--- src/verilog/crs_pkg.sv ---
// Constants and encodings shared by the core register set
package crs_pkg;

  // ****************************************
  // Widths
  // ****************************************
  localparam int unsigned DATA_W   = 8;
  localparam int unsigned PC_W     = 16;
  localparam int unsigned PC_MIN_W = 13;
  localparam int unsigned BUS_AW   = 8;
  localparam int unsigned EA_W     = 9;

  // ****************************************
  // Register space
  // ****************************************
  localparam logic [7:0] FLAGS_ADDR  = 8'hf7;
  localparam logic [7:0] FLAGS_RESET = 8'h02;
  localparam logic [7:0] FLAGS_WMASK = 8'h17;
  localparam logic [7:0] READ_IDLE   = 8'h00;

  // ****************************************
  // Flag bit positions
  // ****************************************
  localparam int unsigned FLAG_GIE   = 0;
  localparam int unsigned FLAG_ZERO  = 1;
  localparam int unsigned FLAG_CARRY = 2;
  localparam int unsigned FLAG_SUPER = 3;
  localparam int unsigned FLAG_BANK  = 4;

  // ****************************************
  // Reset values of the core registers
  // ****************************************
  localparam logic [15:0] PC_RESET  = 16'h0000;
  localparam logic [7:0]  ACC_RESET = 8'h00;
  localparam logic [7:0]  IDX_RESET = 8'h00;
  localparam logic [7:0]  SP_RESET  = 8'h00;
  localparam logic [8:0]  EA_RESET  = 9'h000;

  // ****************************************
  // Stack pointer step sizes, two's complement
  // ****************************************
  localparam logic [7:0] SP_STEP_PUSH  = 8'h01;
  localparam logic [7:0] SP_STEP_POP   = 8'hff;
  localparam logic [7:0] SP_STEP_CALL  = 8'h02;
  localparam logic [7:0] SP_STEP_RET   = 8'hfe;
  localparam logic [7:0] SP_STEP_RETI  = 8'hfd;
  localparam logic [7:0] SP_STEP_NONE  = 8'h00;

  // ****************************************
  // Operation encodings
  // ****************************************
  typedef enum logic [1:0] {
    CRS_PC_HOLD = 2'b00,
    CRS_PC_STEP = 2'b01,
    CRS_PC_LOAD = 2'b10,
    CRS_PC_REL  = 2'b11
  } crs_pc_op_e;

  typedef enum logic [3:0] {
    CRS_SP_NONE  = 4'b0000,
    CRS_SP_PUSH  = 4'b0001,
    CRS_SP_POP   = 4'b0010,
    CRS_SP_CALL  = 4'b0011,
    CRS_SP_LCALL = 4'b0100,
    CRS_SP_RET   = 4'b0101,
    CRS_SP_RETI  = 4'b0110,
    CRS_SP_SWAP  = 4'b0111,
    CRS_SP_ADD   = 4'b1000
  } crs_sp_op_e;

  typedef enum logic [1:0] {
    CRS_FL_NONE = 2'b00,
    CRS_FL_AND  = 2'b01,
    CRS_FL_OR   = 2'b10,
    CRS_FL_XOR  = 2'b11
  } crs_flag_op_e;

endpackage
--- src/verilog/crs_adder.sv ---
// Plain parameterised adder used for address and pointer arithmetic
`timescale 1ns/100ps
`default_nettype none
module crs_adder #(
  parameter int unsigned WIDTH = 8
) (
  input  wire logic [WIDTH-1:0] a,
  input  wire logic [WIDTH-1:0] b,
  output logic      [WIDTH-1:0] sum,
  output logic                  carry
);

  logic [WIDTH:0] full;

  if (WIDTH < 1) begin : g_chk
    $error("crs_adder needs a width of at least one");
  end

  always_comb begin
    full  = {1'b0, a} + {1'b0, b};
    sum   = full[WIDTH-1:0];
    carry = full[WIDTH];
  end

endmodule
`default_nettype wire

--- src/verilog/crs_core_regs.sv ---
// Architectural register set of the 8-bit core: PC, accumulator, index, stack pointer, flags
//
// Behaviour
// (RQ1) A 16-bit program counter reaches all of program memory without paging.
// (RQ2) The accumulator takes the result of every source-addressing-mode instruction.
// (RQ3) The index register adds its value to the operand forming indexed addresses.
// (RQ4) Stack pointer tracks top of stack; push, pop, calls and returns move it.
// (RQ5) Swap and add instructions may also write the stack pointer.
// (RQ6) Flags: enable bit 0, zero bit 1, carry bit 2, supervisory bit 3.
// (RQ7) Supervisory bit is read-only to user code: 0 user, 1 supervisor.
// (RQ8) Arithmetic, logic and shift operations update flags per instruction.
// (RQ9) Flags are written only by logical AND, OR, XOR instructions on them.
// (RQ10) Bit 4 is user-writable and selects register bank 0 or 1.
// (RQ11) Carry flag reports carry from the preceding arithmetic or logic operation.
// (RQ12) Global interrupt enable gates all interrupts; none taken while clear.
// (RQ13) Core registers change only through instructions, never as register-space locations.
// (RQ14) Zero flag is 1 when the preceding result is zero, else 0.
// (RQ15) Flags register reads back at its fixed register-space address.
// (RQ16) Reserved flag bits 7 to 5 read zero and ignore writes.
`timescale 1ns/100ps
`default_nettype none
module crs_core_regs #(
  parameter int unsigned PC_WIDTH = crs_pkg::PC_W
) (
  input  wire logic                 mclk,
  input  wire logic                 rst_n,
  // Program counter control
  input  wire logic [1:0]           pc_op,
  input  wire logic [1:0]           pc_len,
  input  wire logic [PC_WIDTH-1:0]  pc_load_val,
  input  wire logic [PC_WIDTH-1:0]  pc_rel_off,
  // Accumulator and index writes
  input  wire logic                 acc_we,
  input  wire logic [7:0]           acc_wdata,
  input  wire logic                 idx_we,
  input  wire logic [7:0]           idx_wdata,
  // Indexed effective address request
  input  wire logic                 ea_req,
  input  wire logic [7:0]           ea_operand,
  input  wire logic                 ea_reg_space,
  // Stack pointer control
  input  wire logic [3:0]           sp_op,
  input  wire logic [7:0]           sp_imm,
  // ALU flag results
  input  wire logic                 alu_we,
  input  wire logic [7:0]           alu_result,
  input  wire logic                 alu_carry,
  input  wire logic                 upd_zero,
  input  wire logic                 upd_carry,
  // Logical instruction on the flags
  input  wire logic [1:0]           flag_op,
  input  wire logic [7:0]           flag_imm,
  // Supervisor entry and exit from the sequencer
  input  wire logic                 sup_enter,
  input  wire logic                 sup_exit,
  // Interrupt request from the interrupt controller
  input  wire logic                 irq_req,
  // Register space port
  input  wire logic [7:0]           reg_addr,
  input  wire logic [7:0]           reg_wdata,
  input  wire logic                 reg_wr,
  input  wire logic                 reg_rd,
  output logic      [7:0]           reg_rdata_ff,
  // Register state
  output logic      [PC_WIDTH-1:0]  program_counter_ff,
  output logic      [7:0]           acc_ff,
  output logic      [7:0]           idx_ff,
  output logic      [7:0]           stack_pointer_reg_ff,
  output logic      [7:0]           flags_ff,
  output logic                      bank_select_flag_ff,
  output logic                      global_interrupt_enable_ff,
  output logic      [8:0]           ea_ff,
  output logic                      irq_take_ff
);

  // ****************************************
  // Parameter check
  // ****************************************
  if (PC_WIDTH < crs_pkg::PC_MIN_W || PC_WIDTH > crs_pkg::PC_W) begin : g_chk
    $error("crs_core_regs: PC_WIDTH must cover program memory and fit the core");
  end

  // ****************************************
  // Declarations
  // ****************************************
  logic [PC_WIDTH-1:0] nxt_program_counter;
  logic [PC_WIDTH-1:0] pc_addend;
  logic [PC_WIDTH-1:0] pc_sum;
  logic [7:0]          nxt_acc;
  logic [7:0]          nxt_idx;
  logic [7:0]          nxt_stack_pointer;
  logic [7:0]          sp_addend;
  logic [7:0]          sp_sum;
  logic [7:0]          ea_sum;
  logic [8:0]          nxt_ea;
  logic [7:0]          flags_user_nxt;
  logic [7:0]          nxt_flags;
  logic                nxt_super;
  logic                super_ff;
  logic [7:0]          flags_view;
  logic [7:0]          nxt_reg_rdata;
  logic                unused_bus;

  // Writes to the flags address are dropped on purpose; the only write path is the flag logic
  assign unused_bus = reg_wr ^ (|reg_wdata); // RQ9 RQ13

  // ****************************************
  // Program counter
  // ****************************************
  always_comb begin
    pc_addend = {{(PC_WIDTH-2){1'b0}}, pc_len};
    if (pc_op == crs_pkg::CRS_PC_REL) begin
      pc_addend = pc_rel_off;
    end
  end

  crs_adder #(
    .WIDTH (PC_WIDTH)
  ) u_pc_add (
    .a     (program_counter_ff),
    .b     (pc_addend),
    .sum   (pc_sum),
    .carry ()
  );

  always_comb begin
    case (pc_op)
      crs_pkg::CRS_PC_HOLD: nxt_program_counter = program_counter_ff;
      crs_pkg::CRS_PC_STEP: nxt_program_counter = pc_sum; // RQ1
      crs_pkg::CRS_PC_LOAD: nxt_program_counter = pc_load_val; // RQ1
      crs_pkg::CRS_PC_REL:  nxt_program_counter = pc_sum; // RQ1
      default:              nxt_program_counter = program_counter_ff;
    endcase
  end

  always_ff @(posedge mclk or negedge rst_n) begin
    if (!rst_n) begin
      program_counter_ff <= crs_pkg::PC_RESET[PC_WIDTH-1:0];
    end else begin
      program_counter_ff <= nxt_program_counter;
    end
  end

  // ****************************************
  // Accumulator
  // ****************************************
  always_comb begin
    nxt_acc = acc_ff;
    if (sp_op == crs_pkg::CRS_SP_SWAP) begin
      // Swap hands the old pointer to the accumulator in the same edge
      nxt_acc = stack_pointer_reg_ff; // RQ5
    end else if (acc_we) begin
      nxt_acc = acc_wdata; // RQ2
    end
  end

  always_ff @(posedge mclk or negedge rst_n) begin
    if (!rst_n) begin
      acc_ff <= crs_pkg::ACC_RESET;
    end else begin
      acc_ff <= nxt_acc;
    end
  end

  // ****************************************
  // Index register and effective address
  // ****************************************
  always_comb begin
    nxt_idx = idx_ff;
    if (idx_we) begin
      nxt_idx = idx_wdata;
    end
  end

  always_ff @(posedge mclk or negedge rst_n) begin
    if (!rst_n) begin
      idx_ff <= crs_pkg::IDX_RESET;
    end else begin
      idx_ff <= nxt_idx;
    end
  end

  crs_adder #(
    .WIDTH (8)
  ) u_ea_add (
    .a     (idx_ff),
    .b     (ea_operand),
    .sum   (ea_sum),
    .carry ()
  );

  // Data memory addresses wrap at 256; register space takes the bank bit on top
  always_comb begin
    nxt_ea = ea_ff;
    if (ea_req) begin
      nxt_ea = {ea_reg_space & bank_select_flag_ff, ea_sum}; // RQ3 RQ10
    end
  end

  always_ff @(posedge mclk or negedge rst_n) begin
    if (!rst_n) begin
      ea_ff <= crs_pkg::EA_RESET;
    end else begin
      ea_ff <= nxt_ea;
    end
  end

  // ****************************************
  // Stack pointer
  // ****************************************
  always_comb begin
    case (sp_op)
      crs_pkg::CRS_SP_PUSH:  sp_addend = crs_pkg::SP_STEP_PUSH; // RQ4
      crs_pkg::CRS_SP_POP:   sp_addend = crs_pkg::SP_STEP_POP; // RQ4
      crs_pkg::CRS_SP_CALL:  sp_addend = crs_pkg::SP_STEP_CALL; // RQ4
      crs_pkg::CRS_SP_LCALL: sp_addend = crs_pkg::SP_STEP_CALL; // RQ4
      crs_pkg::CRS_SP_RET:   sp_addend = crs_pkg::SP_STEP_RET; // RQ4
      crs_pkg::CRS_SP_RETI:  sp_addend = crs_pkg::SP_STEP_RETI; // RQ4
      crs_pkg::CRS_SP_ADD:   sp_addend = sp_imm; // RQ5
      default:               sp_addend = crs_pkg::SP_STEP_NONE;
    endcase
  end

  crs_adder #(
    .WIDTH (8)
  ) u_sp_add (
    .a     (stack_pointer_reg_ff),
    .b     (sp_addend),
    .sum   (sp_sum),
    .carry ()
  );

  always_comb begin
    case (sp_op)
      crs_pkg::CRS_SP_NONE: nxt_stack_pointer = stack_pointer_reg_ff;
      crs_pkg::CRS_SP_SWAP: nxt_stack_pointer = acc_ff; // RQ5
      crs_pkg::CRS_SP_PUSH,
      crs_pkg::CRS_SP_POP,
      crs_pkg::CRS_SP_CALL,
      crs_pkg::CRS_SP_LCALL,
      crs_pkg::CRS_SP_RET,
      crs_pkg::CRS_SP_RETI,
      crs_pkg::CRS_SP_ADD:  nxt_stack_pointer = sp_sum; // RQ4
      default:              nxt_stack_pointer = stack_pointer_reg_ff;
    endcase
  end

  always_ff @(posedge mclk or negedge rst_n) begin
    if (!rst_n) begin
      stack_pointer_reg_ff <= crs_pkg::SP_RESET;
    end else begin
      stack_pointer_reg_ff <= nxt_stack_pointer;
    end
  end

  // ****************************************
  // Flags
  // ****************************************
  crs_flag_update u_flags (
    .flags_cur  (flags_ff),
    .alu_we     (alu_we),
    .alu_result (alu_result),
    .alu_carry  (alu_carry),
    .upd_zero   (upd_zero),
    .upd_carry  (upd_carry),
    .logic_op   (flag_op),
    .logic_imm  (flag_imm),
    .flags_nxt  (flags_user_nxt)
  );

  // Entry into supervisor code wins over a return in the same cycle
  always_comb begin
    nxt_super = super_ff;
    if (sup_enter) begin
      nxt_super = 1'b1; // RQ7
    end else if (sup_exit) begin
      nxt_super = 1'b0; // RQ7
    end
  end

  always_ff @(posedge mclk or negedge rst_n) begin
    if (!rst_n) begin
      super_ff <= crs_pkg::FLAGS_RESET[crs_pkg::FLAG_SUPER];
    end else begin
      super_ff <= nxt_super;
    end
  end

  always_comb begin
    nxt_flags                     = flags_user_nxt & crs_pkg::FLAGS_WMASK; // RQ16
    nxt_flags[crs_pkg::FLAG_SUPER] = nxt_super; // RQ6 RQ7
  end

  always_ff @(posedge mclk or negedge rst_n) begin
    if (!rst_n) begin
      flags_ff <= crs_pkg::FLAGS_RESET;
    end else begin
      flags_ff <= nxt_flags; // RQ8
    end
  end

  // Separate copies keep every output on its own flip-flop
  always_ff @(posedge mclk or negedge rst_n) begin
    if (!rst_n) begin
      bank_select_flag_ff        <= crs_pkg::FLAGS_RESET[crs_pkg::FLAG_BANK];
      global_interrupt_enable_ff <= crs_pkg::FLAGS_RESET[crs_pkg::FLAG_GIE];
    end else begin
      bank_select_flag_ff        <= nxt_flags[crs_pkg::FLAG_BANK]; // RQ10
      global_interrupt_enable_ff <= nxt_flags[crs_pkg::FLAG_GIE]; // RQ6
    end
  end

  // ****************************************
  // Interrupt gate
  // ****************************************
  always_ff @(posedge mclk or negedge rst_n) begin
    if (!rst_n) begin
      irq_take_ff <= 1'b0;
    end else begin
      irq_take_ff <= irq_req & flags_ff[crs_pkg::FLAG_GIE]; // RQ12
    end
  end

  // ****************************************
  // Register space read port
  // ****************************************
  always_comb begin
    flags_view = flags_ff & (crs_pkg::FLAGS_WMASK | (8'h01 << crs_pkg::FLAG_SUPER)); // RQ16
  end

  // Only the flags answer; PC, A, X and SP have no address
  always_comb begin
    nxt_reg_rdata = crs_pkg::READ_IDLE;
    if (reg_rd && reg_addr == crs_pkg::FLAGS_ADDR) begin
      nxt_reg_rdata = flags_view; // RQ15 RQ13
    end
  end

  always_ff @(posedge mclk or negedge rst_n) begin
    if (!rst_n) begin
      reg_rdata_ff <= crs_pkg::READ_IDLE;
    end else begin
      reg_rdata_ff <= nxt_reg_rdata;
    end
  end

endmodule
`default_nettype wire

--- src/verilog/crs_flag_update.sv ---
// Next value of the user-visible flags after an ALU or flag-logic instruction
`timescale 1ns/100ps
`default_nettype none
module crs_flag_update (
  input  wire logic [7:0] flags_cur,
  input  wire logic       alu_we,
  input  wire logic [7:0] alu_result,
  input  wire logic       alu_carry,
  input  wire logic       upd_zero,
  input  wire logic       upd_carry,
  input  wire logic [1:0] logic_op,
  input  wire logic [7:0] logic_imm,
  output logic      [7:0] flags_nxt
);

  logic [7:0] combined;

  always_comb begin
    combined  = flags_cur;
    flags_nxt = flags_cur;
    // Only the logical instructions on the flags register write it directly
    case (logic_op)
      crs_pkg::CRS_FL_AND: combined = flags_cur & logic_imm; // RQ9
      crs_pkg::CRS_FL_OR:  combined = flags_cur | logic_imm; // RQ9
      crs_pkg::CRS_FL_XOR: combined = flags_cur ^ logic_imm; // RQ9
      default:             combined = flags_cur;
    endcase
    // Supervisory state and reserved bits never change through software
    flags_nxt = (combined & crs_pkg::FLAGS_WMASK) | (flags_cur & ~crs_pkg::FLAGS_WMASK); // RQ16 RQ7
    if (logic_op == crs_pkg::CRS_FL_NONE && alu_we) begin
      if (upd_zero) begin
        flags_nxt[crs_pkg::FLAG_ZERO] = (alu_result == 8'h00); // RQ14 RQ8
      end
      if (upd_carry) begin
        flags_nxt[crs_pkg::FLAG_CARRY] = alu_carry; // RQ11 RQ8
      end
    end
  end

endmodule
`default_nettype wire

--- config.mk ---
export PLATFORM = sky130hd
export DESIGN_NAME = crs_core_regs
export DESIGN_NICKNAME = d
export VERILOG_FILES = /design/src/verilog/crs_pkg.sv /design/src/verilog/crs_adder.sv /design/src/verilog/crs_core_regs.sv /design/src/verilog/crs_flag_update.sv
export SDC_FILE = /design/constraint.sdc
export NUM_CORES = 1
export LEC_CHECK = 0
export BUFFER_PORTS_ARGS = -buffer_cell sky130_fd_sc_hd__buf_4
export CAP_MARGIN = 20
export CORE_AREA = 2 2 136 138
export DETAILED_ROUTE_END_ITERATION = 10
export DIE_AREA = 0 0 138 140
export GPL_TIMING_DRIVEN = 0
export PLACE_DENSITY_LB_ADDON = 0.3
export SLEW_MARGIN = 15
export SYNTH_ARGS = -nofsm -noshare
export SYNTH_HDL_FRONTEND = slang
export SYNTH_SLANG_ARGS = --single-unit
export TNS_END_PERCENT = 10
--- constraint.sdc ---
create_clock -name mclk -period 5.2 [get_ports mclk]
set_input_delay 1.04 -clock mclk [delete_from_list [all_inputs] [get_ports mclk]]
set_output_delay 1.04 -clock mclk [all_outputs]
set_load 0.005 [all_outputs]
==> summary.md <==
The flow ran to the end, and the final reports show no timing, DRC or antenna violations. STA puts the critical path data arrival time at 3.84 ns. In the final layout, the share of cells above drive strength 1 is 34.66%. After synthesis, flip-flops and latches occupy 34.13% of the total area. A synthesized cell averages 9.348 µm².

For this configuration, the core starts out at a cell density of 24.76%. Of all nets on the critical path, the largest fanout is 10. Of the total synthesized cell area, the portion taken by AND, OR, NAND and NOR gates is 15.29%. On the worst path, the slowest cell contributes a delay of 0.38 ns. Count of unresolved DRC violations after routing: 0. dfrtp_1 takes more of the synthesized area than any other cell. Across the routed clock network, the largest skew measured is 0.004948 ns.

The synthesized netlist devotes 15.37% of its cell area to compound gates. In this run, distinct cell masters in the synthesized netlist total 56. The relative area change from synthesis to final layout came out at 42.17%.

The worst hold path class was register to register. For the max-slew violation count, the log shows 0. The type of the setup path with the least slack is input port to register. TritonCTS built the clock tree. The total setup buffers inserted after CTS was 0; the flip-flop and latch count after synthesis was 60. During I/O placement, the number of pins put on the boundary was 189. Global routing finished with a remaining overflow of 0.

Gates resized during post-CTS repair numbered 0. The kind of capture point of the worst setup path was a register. Dividing the detail-routed via count by the number of cells gives 4.461. The signal on the critical path passes through clkbuf_1, buf_2, clkbuf_1, and3_1, ha_1, a21oi_1, o21ai_0, a21oi_1, a221oi_1, nor3b_1, nand3_1. Setup repair after global routing left no endpoint under its margin. The vias after detailed routing is 3,948.

Combinational logic is responsible for 39.9% of the overall power. The remaining antenna violation count was 0. By area, the combinational part of the netlist is dominated by compound AO/OA/AOI/OAI gates.

The initial antenna violation count is 1. Maximum frequency from static timing analysis: 274.9 MHz. The area occupied by multi-input gates came out at 0.002646 mm². After detailed placement, the design holds a cell count of 868.

Tightest slew margin relative to the limit: 44.42%. After detailed routing, the total wire length is 12.41 mm. The tools report the power spent charging and discharging nets as 0.7640 mW. The run gives 0 as the max capacitance violation total.

In this run switching power makes up 33.50% of total power. The run gives 1.517 mW as the internal power. The count of port buffers added during placement came out at 163. Die outline width: 138 µm.

The proportion of synthesized flip-flops having asynchronous set or reset is 100.0%, and the overall die height is 140 µm. The synthesized design devotes to its leading area cell type 33.53% of total area. The number of buffers on the longest clock path is 2. By count the netlist is led by dfrtp_1, nand2_1, ha_1, inv_1, a21oi_1. Counting the fill cells in the layout gives 1,880. The HPWL after detailed placement is 9.767 mm. For this design the ratio of total power to cell area is 364.4 mW/mm².

Across every metal layer, demand over resource in global routing totals 12.88%. The slowest stage of the critical path belongs to the cell clkbuf_1. The first global-routing pass estimated 20.12 mm of wire.

The share of the synthesized netlist area taken by xor and xnor gates is 3.978%. The number of global-route vias before repair came out at 3,928. Root buffer selected by CTS: clkbuf_16. IR analysis of the VDD net gives a maximum drop of 0.0001745 V. Clock-pin slew was measured on the worst setup and hold paths at 0.06 ns. Clock sink count: 60. Kind of launch point of the worst setup path: an input port. Counting both buffers and inverters, the worst setup path holds a total of 3. The library cell with the highest instance count after synthesis is dfrtp_1. For this run, the leading register cell type out of synthesis is dfrtp_1. The CTS buffer count is 9.

The number of detailed-routing iterations run before antenna repair was 4; the final critical-path share of the clock period was 69.97%. Synthesis handed over a netlist of 471 instances. Leaving out filler cells and counting taps, the final layout contains 885. The tools report the final setup violation count as 0. In this run, post-CTS hold repair placed 0 buffers. The logs give 0.01778 mm² for the standard cell core area and 102 for the number of DRC markers in iteration 0.

The tools report the footprint of the flip-flops and latches as 0.001503 mm². For the final routed database, the setup TNS stands at 0 ns. Measured on the finished design, the core utilization comes to 35.21%. Sequential cells burn 31.2% of the power. The H-tree was split into 3 levels. Clock latency on the worst-skew pair, taken at its later pin, is 0.33 ns. Summing the areas of all fa, ha and maj instances in the mapped netlist gives 11.88% of the synthesized area.

STA puts the critical path data required time at 5.40 ns. The final critical path time including I/O delays and setup is 3.638 ns, and the largest net degree at the start of global routing is 61. The minimum hold slack is 0.4837 ns. Grouping stages by cell kind, the critical path spends the most delay in buffers and inverters. After detailed routing, the average wire length per cell comes to 14.02 µm. For the full die area, the log shows 0.01932 mm². The tools report the number of hold violations in the final report as 0.

In this run the static leakage power is 3.134 nW. In this run the cell area of the synthesized design comes to 0.004403 mm². The count of synthesis-stage warnings from yosys is 0. In the final design database the tool counted 811 nets. The logs give 0.7951 for the final estimated routing congestion in global placement and 29.0% for the power share of the clock group.

The synthesized design contains 0 enable-type register cells. In the post-synthesis netlist, the biggest area contributors are dfrtp_1, ha_1, mux2i_1. Measured against the total synthesized area, the mux share comes to 13.07%. The worst-margin pin slew is 0.8337 ns, and the placement row count is 49.
[cells in the final DEF, fill, tap and decap left out, drive strengths merged, types with 22 or more instances in the layout]
cell	netlist	routed
o21ai	30	30
inv	35	36
dfrtp	59	59
ha	37	37
nor2	26	26
nand2	43	43
mux2i	26	26
buf	15	178
clkbuf	12	22
a21oi	33	33
[worst register-to-register path: cells and delay by family, from the launching register on]
family | cells | cell delay (ns)
DFF | 1 | 0.39
muxes | 1 | 0.11
adders and majority gates | 2 | 0.64
AOI/OAI and AO/OA | 5 | 1.08
[routing by layer]
metal	part of all wire [%]	vias up	track usage (%)
met3	7.6	10	4.752
met1	44	1820	16.16
met2	47	105	20.92
met5	0	-	0
li1	-	2013	-
met4	1.4	0	3.491
[power groups by stage]
stage | sequential [mW] | combinational, mW | clock [mW]
6_report | 0.711 | 0.909 | 0.661
2_1_floorplan | 0.700 | 0.531 | 0
4_1_cts | 0.715 | 0.921 | 0.688
3_3_place_gp | 0.718 | 0.913 | 0
3_5_place_dp | 0.721 | 0.913 | 0
5_1_grt | 0.733 | 1.03 | 0.711
[area by class of cell]
type                    instances  area share [%]
repair buffers                163           19.55
multi-input cells             354           42.27
diodes                          1         0.03998
plain buffers                  27           2.259
flip-flops and latches         60           24.01
clock buffers                  10           3.818
inverters                      35           2.099
well taps                     229           4.577
clock inverters                 6           1.379
[final timing paths]
path,start,end,slack [ns],cells after the start
setup reg to reg,program_counter_ff[0],program_counter_ff[14],2.89,8
hold / removal,ea_ff[6],ea_ff[6],0.48,2
setup / recovery,pc_op[1],program_counter_ff[15],1.56,11
min in group asynchronous,rst_n,program_counter_ff[14],0.79,1
max in group asynchronous,rst_n,irq_take_ff,3.84,1
hold reg to reg,ea_ff[6],ea_ff[6],0.48,2
[cell families after synthesis]
logic type      count (synthesis)
compound gates                107
xor+xnor                       20
fa+ha+maj                      40
buf+inv                        62
flops                          60
mux                            50
other cells                     1
simple gates                  131
[flip-flops by register name (all words and copies together) (netlist names), named ones only]
name,cells
program_counter_ff,16
ea_ff,9
acc_ff,8
idx_ff,8
stack_pointer_reg_ff,8
reg_rdata_ff,5
flags_ff,3
irq_take_ff,1
[metrics by stage]
step | instance area, µm² | setup slack, ns | power [mW]
2_1_floorplan | 4422 | 1.847 | 1.231
3_3_place_gp | 5932 | 1.256 | 1.631
3_5_place_dp | 5932 | 1.232 | 1.634
4_1_cts | 6257 | 1.565 | 2.324
5_1_grt | 6257 | 1.138 | 2.472
6_report | 6260 | 1.562 | 2.281
Power figures use the tool's default switching activity.
